==> config.mk <==
export PLATFORM = sky130hd
export DESIGN_NAME = bbce_core
export DESIGN_NICKNAME = d
export VERILOG_FILES = /design/src/include/bbce_pkg.sv /design/src/logic/bbce_core.sv
export SDC_FILE = /design/constraint.sdc
export NUM_CORES = 1
export LEC_CHECK = 0
export ABC_AREA = 1
export BUFFER_PORTS_ARGS = -buffer_cell sky130_fd_sc_hd__buf_2
export CAP_MARGIN = 20
export CORE_AREA = 4 4 271 273
export DETAILED_ROUTE_END_ITERATION = 7
export DIE_AREA = 0 0 275 277
export HOLD_SLACK_MARGIN = 0.05
export SKIP_LAST_GASP = 1
export SYNTH_ARGS = -nofsm -noshare
export SYNTH_HDL_FRONTEND = slang
export SYNTH_SLANG_ARGS = --single-unit
==> constraint.sdc <==
create_clock -name clk -period 39.8 [get_ports clk]
set_clock_uncertainty 0.2 [all_clocks]
set_input_delay 7.96 -clock clk [delete_from_list [all_inputs] [get_ports clk]]
set_output_delay 7.96 -clock clk [all_outputs]
set_load 0.02 [all_outputs]
==> src/include/bbce_pkg.sv <==
// package for the bit branch count execute block
//
// Notes on behaviour
// - subroutine branch pushes return and status, jumps
// - long displacement is 24-bit two's complement
// - short 9-bit displacement is sign-extended
// - register form adds selected address register
// - bit set: push and branch by displacement
// - bit clear: only advance, no push
// - address register update happens regardless
// - conditional displacement from extension word
// - stack high source decrements stack pointer
// - bit number limited to 0 through 23
// - bit test copies bit into carry
// - stack high operand decrements pointer, else unchanged
// - short io forms reach top two 64-windows
// - count leading bits from bit 55 down
// - middle part gets nine minus count
// - low part zero, extension sign-extended
// - all-zero source gives zero result
// - sixteen-bit mode ignores low 8 bits of middle and low parts
// - flags: n bit 47, z middle zero, v clear
// - test-and-set copies carry, writes bit set, locked in memory forms only
package bbce_pkg;

    // ************************************************************
    // widths
    // ************************************************************
    localparam int WORD_W = 24;
    localparam int ACC_W = 56;

    // ************************************************************
    // field positions
    // ************************************************************
    localparam int BIT_LO = 0;      // bit number field low bit
    localparam int SPACE_POS = 6;   // memory space select bit
    localparam int FLD_LO = 8;      // six-bit address/register field
    localparam int MODE_POS = 14;   // low/high address form selector
    localparam int RN_LO = 8;       // address register select

    // ************************************************************
    // condition code bit positions
    // ************************************************************
    localparam int CC_C = 0;
    localparam int CC_V = 1;
    localparam int CC_Z = 2;
    localparam int CC_N = 3;

    // ************************************************************
    // register direct code of stack high
    // ************************************************************
    localparam logic [5:0] REG_SSH = 6'h3C;

    // ************************************************************
    // io windows
    // ************************************************************
    localparam logic [23:0] IO_HI_BASE = 24'hFFFFC0;
    localparam logic [23:0] IO_LO_BASE = 24'hFFFF80;

    // ************************************************************
    // reset values
    // ************************************************************
    localparam logic [23:0] PC_RST = 24'h000000;
    localparam logic [7:0] CCR_RST = 8'h00;
    localparam logic [4:0] SP_RST = 5'h00;

    // ************************************************************
    // instruction classes and addressing kinds
    // ************************************************************
    typedef enum logic [3:0] {
        BBCE_OP_NONE = 4'h0,
        BBCE_OP_BSR_LONG = 4'h1,
        BBCE_OP_BSR_SHORT = 4'h2,
        BBCE_OP_BSR_REG = 4'h3,
        BBCE_OP_BRANCH_SUBROUTINE_IF_SET_OP = 4'h4,
        BBCE_OP_BIT_TEST_OP = 4'h5,
        BBCE_OP_BIT_TEST_AND_SET_OP = 4'h6,
        BBCE_OP_CLB = 4'h7
    } bbce_op_t;

    typedef enum logic [2:0] {
        BBCE_AM_EA = 3'h0,
        BBCE_AM_ABS = 3'h1,
        BBCE_AM_PP = 3'h2,
        BBCE_AM_QQ = 3'h3,
        BBCE_AM_REG = 3'h4
    } bbce_am_t;

    // ************************************************************
    // execution sequence (gray coded)
    // ************************************************************
    typedef enum logic [2:0] {
        BBCE_ST_IDLE = 3'b000,
        BBCE_ST_EXT = 3'b001,
        BBCE_ST_READ = 3'b011,
        BBCE_ST_WRITE = 3'b010,
        BBCE_ST_DONE = 3'b110
    } bbce_st_t;

endpackage

==> src/logic/bbce_core.sv <==
// decode and execute of bit test, subroutine branch and count leading bits
//
// Implementation choices: the register offsets and the strobed register port.
`timescale 1ns/100ps
module bbce_core #(
    parameter int STACK_W = 5
) (
    input wire logic clk,
    input wire logic srst,
    input wire logic instr_valid,          // opcode word offered
    input wire logic [23:0] instr_word,
    input wire logic [23:0] ext_word,      // extension word
    input wire logic ext_valid,
    output logic instr_ready,              // ready for next opcode
    input wire logic [23:0] pc_in,         // pc of the opcode
    input wire logic [23:0] sr_in,         // current status register
    input wire logic sixteen_bit_mode,
    input wire logic [191:0] addr_regs,    // r0..r7 packed
    input wire logic [23:0] ea_addr,       // computed effective address
    output logic ea_update,                // commit address reg update
    input wire logic [23:0] reg_rdata,     // register direct operand
    input wire logic [55:0] acc_a,
    input wire logic [55:0] acc_b,
    output logic mem_req,
    output logic mem_we,
    output logic mem_lock,                 // held across rmw
    output logic mem_space_y,
    output logic [23:0] mem_addr,
    output logic [23:0] mem_wdata,
    input wire logic [23:0] mem_rdata,     // sampled at the end of the req cycle
    output logic reg_we,
    output logic [5:0] reg_sel,
    output logic [23:0] reg_wdata,
    output logic [23:0] pc_q,
    output logic pc_load,
    output logic stack_push,
    output logic [23:0] stack_high_wdata,
    output logic [23:0] stack_low_wdata,
    output logic [STACK_W-1:0] stack_pointer_q,
    output logic [7:0] ccr_q,
    output logic acc_we,
    output logic acc_dst_b,
    output logic [55:0] acc_wdata
);

    // ************************************************************
    // decode function
    // ************************************************************
    function automatic bbce_pkg::bbce_op_t dec_op(input logic [23:0] w);
        bbce_pkg::bbce_op_t o;
        o = bbce_pkg::BBCE_OP_NONE;
        if (w == 24'h0D1080) begin
            o = bbce_pkg::BBCE_OP_BSR_LONG;
        end else if (w[23:16] == 8'h05 && w[15:10] == 6'h02
                     && w[5] == 1'b0) begin
            o = bbce_pkg::BBCE_OP_BSR_SHORT;
        end else if (w[23:11] == 13'h01A3 && w[7:0] == 8'h80) begin
            o = bbce_pkg::BBCE_OP_BSR_REG;
        end else if ((w[23:16] == 8'h0D || w[23:16] == 8'h04)
                     && w[15] && w[5]) begin
            o = bbce_pkg::BBCE_OP_BRANCH_SUBROUTINE_IF_SET_OP;
        end else if ((w[23:16] == 8'h0B || (w[23:16] == 8'h01
                     && w[15:14] == 2'b01)) && w[7] == 1'b0
                     && w[5] == 1'b1) begin
            // bit 4 is part of the bit number, so 16..23 decode too
            o = bbce_pkg::BBCE_OP_BIT_TEST_OP;
        end else if ((w[23:16] == 8'h0A || (w[23:16] == 8'h01
                     && w[15:14] == 2'b00)) && w[7] == 1'b0
                     && w[5] == 1'b1) begin
            o = bbce_pkg::BBCE_OP_BIT_TEST_AND_SET_OP;
        end else if (w[23:2] == 22'h030780) begin
            o = bbce_pkg::BBCE_OP_CLB;
        end
        return o;
    endfunction

    // ************************************************************
    // addressing kind
    // ************************************************************
    function automatic bbce_pkg::bbce_am_t dec_am(input logic [23:0] w,
                                                   input logic br);
        bbce_pkg::bbce_am_t a;
        a = bbce_pkg::BBCE_AM_EA;
        if (w[23:16] == 8'h04 || w[23:16] == 8'h01) begin
            a = bbce_pkg::BBCE_AM_QQ;
        end else if (br) begin
            unique case ({w[14], w[7]})
                2'b00: a = bbce_pkg::BBCE_AM_EA;
                2'b01: a = bbce_pkg::BBCE_AM_ABS;
                2'b10: a = bbce_pkg::BBCE_AM_PP;
                2'b11: a = bbce_pkg::BBCE_AM_REG;
            endcase
        end else begin
            unique case (w[15:14])
                2'b01: a = bbce_pkg::BBCE_AM_EA;
                2'b00: a = bbce_pkg::BBCE_AM_ABS;
                2'b10: a = bbce_pkg::BBCE_AM_PP;
                2'b11: a = bbce_pkg::BBCE_AM_REG;
            endcase
        end
        return a;
    endfunction

    // ************************************************************
    // latched instruction state
    // ************************************************************
    bbce_pkg::bbce_st_t st_q;
    bbce_pkg::bbce_op_t op_q;        // class in flight
    bbce_pkg::bbce_am_t am_q;        // operand kind
    logic [23:0] iw_q;               // opcode word
    logic [23:0] opc_q;              // its pc
    logic [23:0] opnd_q;             // fetched operand
    logic [23:0] disp_q;             // extension displacement
    logic tbit;                      // selected operand bit
    logic [4:0] bnum;                // bit number field
    logic [23:0] op_addr;            // operand address
    logic [23:0] rn_val;             // selected address register

    assign bnum = iw_q[4:0];
    assign rn_val = addr_regs[iw_q[10:8]*24 +: 24];
    // bit numbers above 23 test nothing and read zero
    assign tbit = (bnum <= 5'd23) ? opnd_q[bnum] : 1'b0;

    // ************************************************************
    // operand address for memory forms
    // ************************************************************
    always_comb begin
        unique case (am_q)
            bbce_pkg::BBCE_AM_ABS: op_addr = {18'h00000, iw_q[13:8]};
            bbce_pkg::BBCE_AM_PP:
                op_addr = bbce_pkg::IO_HI_BASE | {18'h00000, iw_q[13:8]};
            bbce_pkg::BBCE_AM_QQ:
                op_addr = bbce_pkg::IO_LO_BASE | {18'h00000, iw_q[13:8]};
            default: op_addr = ea_addr;
        endcase
    end

    // ************************************************************
    // count leading bits datapath
    // ************************************************************
    logic [55:0] clb_src;
    logic [55:0] clb_scan;
    logic [5:0] clb_cnt;
    logic clb_run;
    logic [23:0] clb_mid;
    always_comb begin
        clb_src = iw_q[1] ? acc_b : acc_a;
        clb_scan = clb_src;
        if (sixteen_bit_mode) begin
            // drop unused low bytes of middle and low parts
            clb_scan = {clb_src[55:48], clb_src[47:32],
                        clb_src[23:8], 16'h0000};
        end
        clb_cnt = 6'd0;
        clb_run = 1'b1;
        for (int i = 55; i >= 0; i--) begin
            if (clb_run && clb_scan[i] == clb_scan[55]) begin
                clb_cnt = clb_cnt + 6'd1;
            end else begin
                clb_run = 1'b0;
            end
        end
        if (sixteen_bit_mode && clb_cnt > 6'd40) begin
            clb_cnt = 6'd40;
        end
        if (clb_src == 56'h0) begin
            clb_mid = 24'h000000;
        end else begin
            clb_mid = 24'd9 - {18'h00000, clb_cnt};
        end
    end

    // ************************************************************
    // sequencer
    // ************************************************************
    logic is_br;
    assign is_br = (op_q == bbce_pkg::BBCE_OP_BRANCH_SUBROUTINE_IF_SET_OP);
    assign instr_ready = (st_q == bbce_pkg::BBCE_ST_IDLE);

    always_ff @(posedge clk) begin
        if (srst) begin
            st_q <= bbce_pkg::BBCE_ST_IDLE;
            op_q <= bbce_pkg::BBCE_OP_NONE;
            am_q <= bbce_pkg::BBCE_AM_EA;
            iw_q <= 24'h000000;
            opc_q <= bbce_pkg::PC_RST;
            disp_q <= 24'h000000;
            opnd_q <= 24'h000000;
        end else begin
            unique case (st_q)
                bbce_pkg::BBCE_ST_IDLE: begin
                    if (instr_valid && dec_op(instr_word)
                            != bbce_pkg::BBCE_OP_NONE) begin
                        iw_q <= instr_word;
                        opc_q <= pc_in;
                        op_q <= dec_op(instr_word);
                        am_q <= dec_am(instr_word, dec_op(instr_word)
                                == bbce_pkg::BBCE_OP_BRANCH_SUBROUTINE_IF_SET_OP);
                        st_q <= bbce_pkg::BBCE_ST_EXT;
                    end
                end
                bbce_pkg::BBCE_ST_EXT: begin
                    // long forms wait on the extension word
                    if (op_q == bbce_pkg::BBCE_OP_BSR_LONG || is_br) begin
                        if (ext_valid) begin
                            disp_q <= ext_word;
                            st_q <= bbce_pkg::BBCE_ST_READ;
                        end
                    end else begin
                        st_q <= bbce_pkg::BBCE_ST_READ;
                    end
                end
                bbce_pkg::BBCE_ST_READ: begin
                    if (am_q == bbce_pkg::BBCE_AM_REG) begin
                        opnd_q <= reg_rdata;
                    end else begin
                        opnd_q <= mem_rdata;
                    end
                    st_q <= (op_q == bbce_pkg::BBCE_OP_BIT_TEST_AND_SET_OP)
                            ? bbce_pkg::BBCE_ST_WRITE
                            : bbce_pkg::BBCE_ST_DONE;
                end
                bbce_pkg::BBCE_ST_WRITE: begin
                    st_q <= bbce_pkg::BBCE_ST_DONE;
                end
                bbce_pkg::BBCE_ST_DONE: begin
                    st_q <= bbce_pkg::BBCE_ST_IDLE;
                end
                default: st_q <= bbce_pkg::BBCE_ST_IDLE;
            endcase
        end
    end

    // ************************************************************
    // operand access strobes
    // ************************************************************
    logic needs_opnd;
    logic mem_form;
    assign needs_opnd = (op_q == bbce_pkg::BBCE_OP_BRANCH_SUBROUTINE_IF_SET_OP)
                        || (op_q == bbce_pkg::BBCE_OP_BIT_TEST_OP)
                        || (op_q == bbce_pkg::BBCE_OP_BIT_TEST_AND_SET_OP);
    assign mem_form = needs_opnd && (am_q != bbce_pkg::BBCE_AM_REG);
    // read issued in the read step, written back in the write step
    assign mem_req = mem_form && ((st_q == bbce_pkg::BBCE_ST_READ)
                     || (st_q == bbce_pkg::BBCE_ST_WRITE));
    assign mem_we = mem_form && (st_q == bbce_pkg::BBCE_ST_WRITE);
    assign mem_lock = mem_form && (op_q == bbce_pkg::BBCE_OP_BIT_TEST_AND_SET_OP)
                      && ((st_q == bbce_pkg::BBCE_ST_READ)
                      || (st_q == bbce_pkg::BBCE_ST_WRITE));
    assign mem_space_y = iw_q[bbce_pkg::SPACE_POS];
    assign mem_addr = op_addr;
    assign mem_wdata = opnd_q | (24'h000001 << bnum);
    assign reg_sel = iw_q[13:8];
    assign reg_we = (op_q == bbce_pkg::BBCE_OP_BIT_TEST_AND_SET_OP)
                    && (am_q == bbce_pkg::BBCE_AM_REG)
                    && (st_q == bbce_pkg::BBCE_ST_WRITE);
    assign reg_wdata = mem_wdata;
    // address update committed whatever the branch outcome
    assign ea_update = needs_opnd && (am_q == bbce_pkg::BBCE_AM_EA)
                       && (st_q == bbce_pkg::BBCE_ST_DONE);

    // ************************************************************
    // branch target and push decision
    // ************************************************************
    logic take;
    logic [23:0] disp;
    logic [23:0] ret_pc;
    logic from_ssh;
    always_comb begin
        unique case (op_q)
            bbce_pkg::BBCE_OP_BSR_SHORT:
                disp = {{15{iw_q[9]}}, iw_q[9:6], iw_q[4:0]};
            bbce_pkg::BBCE_OP_BSR_REG: disp = rn_val;
            default: disp = disp_q;
        endcase
        take = (op_q == bbce_pkg::BBCE_OP_BSR_LONG)
               || (op_q == bbce_pkg::BBCE_OP_BSR_SHORT)
               || (op_q == bbce_pkg::BBCE_OP_BSR_REG)
               || (is_br && tbit);
    end
    assign ret_pc = opc_q + ((op_q == bbce_pkg::BBCE_OP_BSR_LONG
                    || is_br) ? 24'h000002 : 24'h000001);
    assign from_ssh = needs_opnd && (am_q == bbce_pkg::BBCE_AM_REG)
                      && (iw_q[13:8] == bbce_pkg::REG_SSH);

    assign stack_push = take && (st_q == bbce_pkg::BBCE_ST_DONE);
    assign stack_high_wdata = ret_pc;
    assign stack_low_wdata = sr_in;
    assign pc_load = (st_q == bbce_pkg::BBCE_ST_DONE);

    // ************************************************************
    // program counter
    // ************************************************************
    always_ff @(posedge clk) begin
        if (srst) begin
            pc_q <= bbce_pkg::PC_RST;
        end else if (st_q == bbce_pkg::BBCE_ST_DONE) begin
            if (take) begin
                pc_q <= opc_q + disp;
            end else begin
                pc_q <= ret_pc;
            end
        end
    end

    // ************************************************************
    // stack pointer: stack-high read pops one level
    // ************************************************************
    localparam logic [STACK_W-1:0] SP_STEP = STACK_W'(1); // one level
    always_ff @(posedge clk) begin
        if (srst) begin
            stack_pointer_q <= STACK_W'(bbce_pkg::SP_RST);
        end else if (from_ssh && st_q == bbce_pkg::BBCE_ST_READ) begin
            stack_pointer_q <= stack_pointer_q - SP_STEP;
        end else if (stack_push) begin
            stack_pointer_q <= stack_pointer_q + SP_STEP;
        end
    end

    // ************************************************************
    // condition codes
    // ************************************************************
    always_ff @(posedge clk) begin
        if (srst) begin
            ccr_q <= bbce_pkg::CCR_RST;
        end else if (st_q == bbce_pkg::BBCE_ST_DONE) begin
            if (op_q == bbce_pkg::BBCE_OP_BIT_TEST_OP
                    || op_q == bbce_pkg::BBCE_OP_BIT_TEST_AND_SET_OP) begin
                ccr_q[bbce_pkg::CC_C] <= tbit;
            end else if (op_q == bbce_pkg::BBCE_OP_CLB) begin
                ccr_q[bbce_pkg::CC_N] <= clb_mid[23];
                ccr_q[bbce_pkg::CC_Z] <= (clb_mid == 24'h000000);
                ccr_q[bbce_pkg::CC_V] <= 1'b0;
            end
        end
    end

    // ************************************************************
    // accumulator result
    // ************************************************************
    always_ff @(posedge clk) begin
        if (srst) begin
            acc_we <= 1'b0;
            acc_dst_b <= 1'b0;
            acc_wdata <= 56'h0;
        end else begin
            acc_we <= (op_q == bbce_pkg::BBCE_OP_CLB)
                      && (st_q == bbce_pkg::BBCE_ST_READ);
            acc_dst_b <= iw_q[0];
            acc_wdata <= {{8{clb_mid[23]}}, clb_mid, 24'h000000};
        end
    end

    // ************************************************************
    // checks
    // ************************************************************
    no_push_clear_a: assert property (@(posedge clk) disable iff (srst)
        (st_q == bbce_pkg::BBCE_ST_DONE && is_br && !tbit) |-> !stack_push)
        else $error("push on clear tested bit");
    pc_seq_a: assert property (@(posedge clk) disable iff (srst)
        (st_q == bbce_pkg::BBCE_ST_DONE && !take)
        |=> pc_q == $past(ret_pc))
        else $error("pc not sequential");
    pc_branch_a: assert property (@(posedge clk) disable iff (srst)
        (st_q == bbce_pkg::BBCE_ST_DONE && take)
        |=> pc_q == $past(opc_q) + $past(disp))
        else $error("branch target wrong");
    carry_copy_a: assert property (@(posedge clk) disable iff (srst)
        (st_q == bbce_pkg::BBCE_ST_DONE && op_q == bbce_pkg::BBCE_OP_BIT_TEST_OP)
        |=> ccr_q[0] == $past(tbit))
        else $error("carry not bit");
    clb_flags_a: assert property (@(posedge clk) disable iff (srst)
        (st_q == bbce_pkg::BBCE_ST_DONE && op_q == bbce_pkg::BBCE_OP_CLB)
        |=> !ccr_q[1] && ccr_q[3] == acc_wdata[47])
        else $error("clb flags wrong");
    clb_low_a: assert property (@(posedge clk) disable iff (srst)
        acc_we |-> acc_wdata[23:0] == 24'h0
        && acc_wdata[55:48] == {8{acc_wdata[47]}})
        else $error("clb fill wrong");
    rmw_lock_a: assert property (@(posedge clk) disable iff (srst)
        (mem_req && !mem_we && op_q == bbce_pkg::BBCE_OP_BIT_TEST_AND_SET_OP)
        |=> mem_we && mem_lock)
        else $error("rmw not locked");
    ea_upd_a: assert property (@(posedge clk) disable iff (srst)
        (st_q == bbce_pkg::BBCE_ST_DONE && is_br
         && am_q == bbce_pkg::BBCE_AM_EA) |-> ea_update)
        else $error("ea update missed");
    sp_pop_a: assert property (@(posedge clk) disable iff (srst)
        (st_q == bbce_pkg::BBCE_ST_READ && from_ssh)
        |=> stack_pointer_q == $past(stack_pointer_q) - SP_STEP)
        else $error("stack high read not popped");

endmodule

**Word level (Yosys, flattened, before mapping)**

Cells that the tools add are included.

- Register bits: 178
- Input bits: 477
- Output and inout bits: 230
- Word-level logic and storage cells: 427

- Add/subtract/negate cells: 59
- $mul: 1
- Magnitude comparators: 3
- Eq/ne operators: 92
- Shift operators: 2
- Muxes and demuxes: 144
- Bitwise logic cells: 4
- Reduce and logical (&&, ||, !) cells: 107

Operator list:

| cell | number |
|---|---|
| $mux 6 | 54 |
| $add 6x1->6 const B | 53 |
| $shiftx 192x9->24 | 1 |
| $logic_and 1x1->1 | 82 |
| $mux 24 | 3 |
| $pmux 24 s3 | 1 |
| $logic_not 56->1 | 1 |
| $mux 1 | 56 |
| $mux 56 | 1 |
| $eq 1x1->1 | 55 |
| $pmux 24 s2 | 1 |
| $mux 4 | 11 |
| $pmux 3 s4 | 3 |
| $mux 32 | 1 |
| $add 24x2->24 | 1 |
| $add 24x24->24 | 1 |
| $eq 24x20->1 const B | 1 |
| $eq 8x4->1 const B | 3 |
| $logic_not 24->1 | 1 |
| $mux 3 | 8 |
| $or 24x24->24 | 1 |
| $shl 1x5->24 const A | 1 |
| $eq 22x18->1 const B | 1 |
| $eq 4x3->1 const B | 5 |
| 34 further kinds | 66 |

**Logic depth before layout (Yosys ltp)**

Gate-level depths: netlist of run 1.

- Word-level depth: 117
- Mapped depth: 209
- Depth with buffers taken out: 204

**Worst setup path before layout of run 1**

No wires, ideal clock.

- Kind: input to register
- Start: in acc_b[55]
- End: reg ccr_q[2]
- Setup time: 71 ps
- Arrival: 35,618 ps
- Data required time: 39,529 ps
- Setup slack: 3,911 ps
- Stages: 207
- Buffers on the path: 5
- Cell sequence: inv_1 nand2_4 nand2_4 buf_6 buf_6 buf_6 buf_4 buf_6 ha_1 inv_1 nand2_2 nor2_4 nand2_1 o21ai_0 nand2_1 ha_1 inv_1 o21ai_0 [... 171 more ...] nand2_1 nand2_1 ha_1 or2_2 nand2_1 nand2_1 o21ai_0 nand2_1 nand3_2 nand3_1 ha_1 nand2_1 nand2_1 nor2_1 nand2_1 nor2_1 nand2_1 a21oi_1

- Word-level cells in the longest chain between the ends: 117
- Elaborated cells on any way between the ends: 280
- Those cells by class: 55 x add/sub; 1 x order compare; 55 x eq/ne; 112 x mux; 57 x reduce/logical

Ends and longest elaborated chain:

| item | RTL line | source |
|---|---|---|
| start, declared | bbce_core.sv:23 | `input wire logic [55:0] acc_b,` |
| $mux 56 * | bbce_core.sv:147 | `clb_src = iw_q[1] ? acc_b : acc_a;` |
| $eq 1x1->1 | bbce_core.sv:157 | `if (clb_run && clb_scan[i] == clb_scan[55]) begin` |
| $mux 2 or $mux 1 (tied branches) | bbce_core.sv:157 |  |
| $add 2x1->3 or $logic_and 1x1->1 (tied branches) | bbce_core.sv:158, bbce_core.sv:157 |  |
| $mux 3 or $mux 1 (tied branches) | bbce_core.sv:157 |  |
| $add 6x1->6 or $logic_and 1x1->1 (tied branches) | bbce_core.sv:158, bbce_core.sv:157 |  |
| $mux 6 or $mux 1 (tied branches) | bbce_core.sv:157 |  |
| $add 6x1->6 or $logic_and 1x1->1 (tied branches) | bbce_core.sv:158, bbce_core.sv:157 |  |
| [... 101 more ...] | - |  |
| $add 6x1->6 or $logic_and 1x1->1 (tied branches) | bbce_core.sv:158, bbce_core.sv:157 |  |
| $mux 6 | bbce_core.sv:157 |  |
| $gt 6x6->1 | bbce_core.sv:163 | `if (sixteen_bit_mode && clb_cnt > 6'd40) begin` |
| $logic_and 1x1->1 | bbce_core.sv:163 |  |
| $mux 6 | bbce_core.sv:163 |  |
| $sub 4x6->7 | bbce_core.sv:169 | `clb_mid = 24'd9 - {18'h00000, clb_cnt};` |
| $mux 24 * | bbce_core.sv:166 | `if (clb_src == 56'h0) begin` |
| $logic_not 24->1 * | bbce_core.sv:332 | `ccr_q[bbce_pkg::CC_Z] <= (clb_mid == 24'h000000);` |
| end signal, assigned by index | bbce_core.sv:329 | `ccr_q[bbce_pkg::CC_C] <= tbit;` |
| end signal, assigned by index | bbce_core.sv:331 | `ccr_q[bbce_pkg::CC_N] <= clb_mid[23];` |
| end signal, assigned by index | bbce_core.sv:332 |  |
| end, declared | bbce_core.sv:40 | `output logic [7:0] ccr_q,` |

Every way passes the cells marked *; elsewhere a longest branch is shown, timed or not.
A chain may end at the register's enable or synchronous reset.

**Worst setup path after layout of run 1**

- Start: in acc_a[55]
- End: reg ccr_q[2]

- Word-level cells in the longest chain between the ends: 117
- Elaborated cells on any way between the ends: 280
- Those cells by class: 55 x add/sub; 1 x order compare; 55 x eq/ne; 112 x mux; 57 x reduce/logical

Ends and longest elaborated chain:

| item | RTL line | source |
|---|---|---|
| start, declared | bbce_core.sv:22 | `input wire logic [55:0] acc_a,` |
| $mux 56 * | bbce_core.sv:147 |  |
| $eq 1x1->1 | bbce_core.sv:157 |  |
| $mux 2 or $mux 1 (tied branches) | bbce_core.sv:157 |  |
| $add 2x1->3 or $logic_and 1x1->1 (tied branches) | bbce_core.sv:158, bbce_core.sv:157 |  |
| $mux 3 or $mux 1 (tied branches) | bbce_core.sv:157 |  |
| $add 6x1->6 or $logic_and 1x1->1 (tied branches) | bbce_core.sv:158, bbce_core.sv:157 |  |
| $mux 6 or $mux 1 (tied branches) | bbce_core.sv:157 |  |
| $add 6x1->6 or $logic_and 1x1->1 (tied branches) | bbce_core.sv:158, bbce_core.sv:157 |  |
| [... 101 more ...] | - |  |
| $add 6x1->6 or $logic_and 1x1->1 (tied branches) | bbce_core.sv:158, bbce_core.sv:157 |  |
| $mux 6 | bbce_core.sv:157 |  |
| $gt 6x6->1 | bbce_core.sv:163 |  |
| $logic_and 1x1->1 | bbce_core.sv:163 |  |
| $mux 6 | bbce_core.sv:163 |  |
| $sub 4x6->7 | bbce_core.sv:169 |  |
| $mux 24 * | bbce_core.sv:166 |  |
| $logic_not 24->1 * | bbce_core.sv:332 |  |

Marks and branches as above.

==> results of run 1 <==
==> power groups by stage <==
stage | clock (uW) | combinational (uW) | sequential, uW
after floorplan | 0 | 74.5 | 140
after global placement | 0 | 110 | 139
after detailed placement | 0 | 112 | 139
after CTS | 157 | 112 | 136
after global routing | 162 | 129 | 136
final | 155 | 112 | 136
==> layout make-up <==
type                    instances  area [um^2]
diodes                         12         30.0
clock buffers                  21          460
clock inverters                10         96.3
fillers                      8150        49500
inverters                     433         1630
multi-input cells            2300        12200
flip-flops and latches        135         2710
well taps                     950         1190
repair buffers                651         3310
==> flip-flops by register name, indices dropped and copies added (netlist names) <==
name / cells
acc_dst_b: 1
acc_wdata: 7
acc_we: 1
am_q: 3
ccr_q: 3
disp_q: 24
iw_q: 13
op_q: 3
opc_q: 24
opnd_q: 24
pc_q: 24
st_q: 3
stack_pointer_q: 5
==> logic make-up after synthesis <==
kind of cell,count (synthesis),synth area share
compound gates,568,0.186
simple gates,1504,0.374
mux,8,0.00452
fa+ha+maj,84,0.0606
other cells,1,0.000212
flops,135,0.152
buf+inv,660,0.168
xor+xnor,107,0.0541
==> critical path: cells and delay by family <==
kind            cells  cell delay [ns]
simple gates      100            10.10
buf+inv            36             1.95
fa+ha+maj          53            15.07
compound gates     14             2.13
==> repair_timing <==
action                                  4_1_cts  5_1_grt
buffers inserted                              0        0
endpoints found under the setup margin        0        1
hold endpoints to repair                      0        0
resized for setup                             0        1
==> Yosys cell counts (all sizes together), types with 40 or more instances <==
cell type and instances:
inv 426, buf 127, xor2 92, ha 81
clkbuf 99, nor2 337, o21ai 271, nand2 783
or2 40, dfxtp 135, a21oi 123, nand3 258
==> routing by layer <==
layer | up-vias | GRT usage | wire [um]
met5 | - | 0 | 61
met1 | 9314 | 0.214 | 30200
met4 | 8 | 0.126 | 5490
met3 | 145 | 0.0323 | 4890
li1 | 10800 | - | -
met2 | 718 | 0.357 | 38700
==> metrics by stage <==
stage                      util  std cells  instance area, um^2
final                     0.304       4512                21600
after global routing      0.304       4507                21600
after CTS                 0.303       4500                21600
after detailed placement  0.296       4469                21000
after global placement    0.296       4469                21000
after floorplan               -       3095                17800
==> how the worst max path moves through the flow <==
stage | depth (start not counted) | start | slack [ns] | endpoint
6_report | 203 | acc_a[55] | 2.75 | ccr_q[2]
5_1_grt | 203 | acc_a[55] | 0.03 | ccr_q[2]
4_1_cts | 203 | acc_a[55] | 2.55 | ccr_q[2]
3_5_place_dp | 203 | acc_a[55] | 2.11 | ccr_q[2]
3_3_place_gp | 203 | acc_a[55] | 2.79 | ccr_q[2]
2_1_floorplan | 207 | acc_b[55] | 3.91 | ccr_q[2]
==> results.cfg, run 1 <==
[status]
outcome = complete, no violations

[clock_network]
cts_buffers = 17
insertion_delay_ns = 0.46
clock_sinks = 135
cts-root-buf = clkbuf_16
cts_tree = done
path_clk_slew_ns = 0.06
clockBufferDepth = 2
cts-htree-levels = 4
hold_buffers = 0

[timing]
whs_ns = 0.259
rsz0062_at_grt = false
setup_viol = 0
fmax_ghz = 0.0270
max_slew_margin = 0.274
post-route-period-util = 0.931
setup_tns_ns = 0
report.final.hold_viol_count = 0
slew_violations = 0
finalWorstSetupSlack_ns = 2.75
period_needed_ns = 37.05
tightestPinTransition_ns = 1.09

[worst_setup_path]
slowest_stage = nand2_8
cp.required_ns = 39.98
cp_data_arrival_time_ns = 37.23
path_common_cell = nand2_1
reg2reg_from = iw_q[1]
worst-path-max-fanout = 51
slowest_delay_ns = 0.37
worst-setup-path-type = in -> reg
cp-end-kind = flop
reg2reg_setup_slack_ns = 9.23
reg2regPathDepth = 203
start_kind = primary input
r2r_end = ccr_q[2]

[pwr]
power.share.switching = 0.336
pwr_density_cell_nw_per_um2 = 18.7
leakagePower_uw = 0.0116
power_uw = 403
internal-power_uw = 268
switchingPower_uw = 135
ir_drop_mv = 0.0314
sequentialPowerShare = 0.338
comb_power_share = 0.277
clockPowerShare = 0.385

[floorplan]
start_util = 0.249
die-height_um = 277
core_area_um2 = 71100
io_pins = 707
fp.dieW_um = 275
die-area_um2 = 76200
fp-row-count = 98

[worst_hold_path]
hold_depth = 1
hp-start = stack_pointer_q[4]
min_to = stack_pointer_q[4]
hp-class = reg -> reg

[drt]
firstDrtPassIters = 5
wl_per_cell_um = 17.6
dr_total_vias = 21000
drt_iter0_markers = 953
antenna_left = 0
wl_um = 79400
vias_per_cell = 4.65
route.detailed.drc = 0

[synthesis]
ys_warn_count = 0
netlist_instances = 3067
yosysSeqAreaShare = 0.152
synth_edf_count = 0
postSynthAreaPerCell_um2 = 5.78
synth_largest_area_cell = nand2_1
synth_top_area_frac = 0.162
synth-main-ff-cell = dfxtp_1
synth_seq_cells = 135
synth_cell_types = 59
async_reset_ff_frac = 0
ys_top_cells_by_area = nand2_1 16%, dfxtp_1 15%, inv_1 8.1%
mappedNetlistArea_um2 = 17700

[global_route]
grt_pass1_vias = 20000
antenna_found_initial = 18
grt_pass1_wl_um = 115000
track_usage = 0.198
grt_max_degree = 86
grt_overflow = 0

[placement]
portBuffers = 629
gp_congestion = 0.959
hpwl_um = 66600
place_ws_ns = 2.11

[flow_run]
max-cap-violations = 0

[layout]
layout_common_cells = 767 x nand2_1, 629 x buf_2, 382 x inv_1, 296 x nor2_1, 269 x o21ai_0
fin_nets = 4099
layout_commonest_cell = nand2_1
drive_gt1_frac = 0.237
area_delta_synth_final_pct = 21.9
Note: power is estimated with default switching activity, not from simulation.
==> run 2: changes to the inputs <==
--- a/config.mk
+++ b/config.mk
@@ -8,10 +8,11 @@
 export ABC_AREA = 1
 export BUFFER_PORTS_ARGS = -buffer_cell sky130_fd_sc_hd__buf_2
 export CAP_MARGIN = 20
-export CORE_AREA = 4 4 271 273
+export CORE_AREA = 2 2 277 279
 export DETAILED_ROUTE_END_ITERATION = 7
-export DIE_AREA = 0 0 275 277
+export DIE_AREA = 0 0 279 281
 export HOLD_SLACK_MARGIN = 0.05
+export PLACE_DENSITY = 0.41
 export SKIP_LAST_GASP = 1
 export SYNTH_ARGS = -nofsm -noshare
 export SYNTH_HDL_FRONTEND = slang
==> results.cfg, run 2 (synthesized netlist as in run 1, its figures left out) <==
[timing]
rsz0062_at_grt = false
tightestPinTransition_ns = 1.01
max_slew_margin = 0.316
setup_viol = 0
setup_tns_ns = 0
whs_ns = 0.263
period_needed_ns = 36.78
slew_violations = 0
post-route-period-util = 0.924
report.final.hold_viol_count = 0
fmax_ghz = 0.0272

[pwr]
sequentialPowerShare = 0.331
power.share.switching = 0.350
leakagePower_uw = 0.0116
internal-power_uw = 268
ir_drop_mv = 0.0219
comb_power_share = 0.272
pwr_density_cell_nw_per_um2 = 19.0
switchingPower_uw = 144
clockPowerShare = 0.397
power_uw = 412

[layout]
fin_nets = 4101
layout_common_cells = 767 x nand2_1, 629 x buf_2, 381 x inv_1, 296 x nor2_1, 269 x o21ai_0
area_delta_synth_final_pct = 22.3
layout_commonest_cell = nand2_1
drive_gt1_frac = 0.238
fillCellCount = 8703

[clock_network]
cts-root-buf = clkbuf_16
hold_buffers = 0
clockBufferDepth = 2
clock_sinks = 135
path_clk_slew_ns = 0.07
post_cts_resize_count = 0
cts_setup_buffers = 0
cts-htree-levels = 4
cts_buffers = 17
cts_tree = done
insertion_delay_ns = 0.45

[drt]
drt_iter0_markers = 1102
wl_per_cell_um = 18.1
dr_total_vias = 20800
route.detailed.drc = 0
antenna_left = 0
firstDrtPassIters = 5
wl_um = 82400
vias_per_cell = 4.57

[worst_setup_path]
slowest_stage = buf_4
slowest_delay_ns = 0.53
start_kind = primary input
cp-end-kind = flop
cp.required_ns = 39.98
worst-path-max-fanout = 50
worst-setup-path-type = in -> reg
path_common_cell = nand2_1
cp_data_arrival_time_ns = 36.96

[floorplan]
io_pins = 707
die-height_um = 281
fp.dieW_um = 279
start_util = 0.235
die-area_um2 = 78400
fp-row-count = 101
core_area_um2 = 75400

[global_route]
antenna_found_initial = 20
track_usage = 0.204
grt_overflow = 0
grt_max_degree = 83
grt_pass1_vias = 20200
grt_pass1_wl_um = 120000

[worst_hold_path]
hp-class = reg -> reg

[placement]
hpwl_um = 68800
gp_congestion = 0.954
portBuffers = 629

[flow_run]
max-cap-violations = 0

[status]
outcome = complete, no violations
==> run 2: cell types whose count changed in the layout (fill, tap and decap cells not counted), moves of 2 or more <==
cell      change
inv_8         +5
buf_4         +2
clkbuf_1      -2
clkinv_2      -2
clkbuf_8      -2
==> run 2: metal layers <==
| layer | share of wire | wire [um] | track usage | up-vias |
|---|---|---|---|---|
| li1 | - | - | - | 10800 |
| met5 | 0.00067 | 55 | 0 | - |
| met4 | 0.040 | 3270 | 0.0813 | 8 |
| met3 | 0.044 | 3610 | 0.0318 | 100 |
| met1 | 0.41 | 33600 | 0.227 | 9297 |
| met2 | 0.51 | 41900 | 0.384 | 541 |
==> run 2: final cells by class <==
cell class / count / area [um^2] / area share
inverter: 433 / 1630 / 0.0751
clock buffer: 17 / 425 / 0.0196
multi-input combinational: 2300 / 12200 / 0.562
sequential: 135 / 2710 / 0.125
timing repair buffer: 653 / 3330 / 0.153
antenna: 13 / 32.5 / 0.00150
tap: 978 / 1220 / 0.0564
clock inverter: 15 / 159 / 0.00733
==> run 2: path summary, 6_finish.rpt <==
check / startpoint / end / slack, ns / depth (start not counted)
worst max-delay path: acc_b[55] / ccr_q[2] / 3.02 / 202
worst min-delay path: pc_q[14] / pc_q[14] / 0.26 / 2
worst max register to register: iw_q[1] / ccr_q[2] / 10.00 / 201
worst min register to register: pc_q[14] / pc_q[14] / 0.26 / 2
==> run 2: power by group through the flow <==
stage	Sequential (uW)	Clock [uW]	Combinational, uW
after floorplan	140	0	74.5
after global placement	139	0	113
after detailed placement	139	0	113
after CTS	136	167	114
after global routing	136	172	130
final	136	163	112
==> run 2: critical path, delay by kind of cell <==
kind / cells / cell delay, ns
and+or+nand+nor: 100 / 9.79
buffers and inverters: 36 / 2.42
adders and majority gates: 52 / 14.66
AOI/OAI and AO/OA: 14 / 2.09
==> run 2: metrics by stage <==
| step | cell area [um^2] | cells | util | setup slack, ns |
|---|---|---|---|---|
| final | 21700 | 4544 | 0.287 | 3.02 |
| after global routing | 21700 | 4538 | 0.287 | 0.117 |
| after CTS | 21700 | 4531 | 0.287 | 2.92 |
| after detailed placement | 21100 | 4499 | 0.279 | 2.49 |
| after global placement | 21100 | 4499 | 0.279 | 2.84 |
| after floorplan | 17800 | 3095 | - | 3.91 |
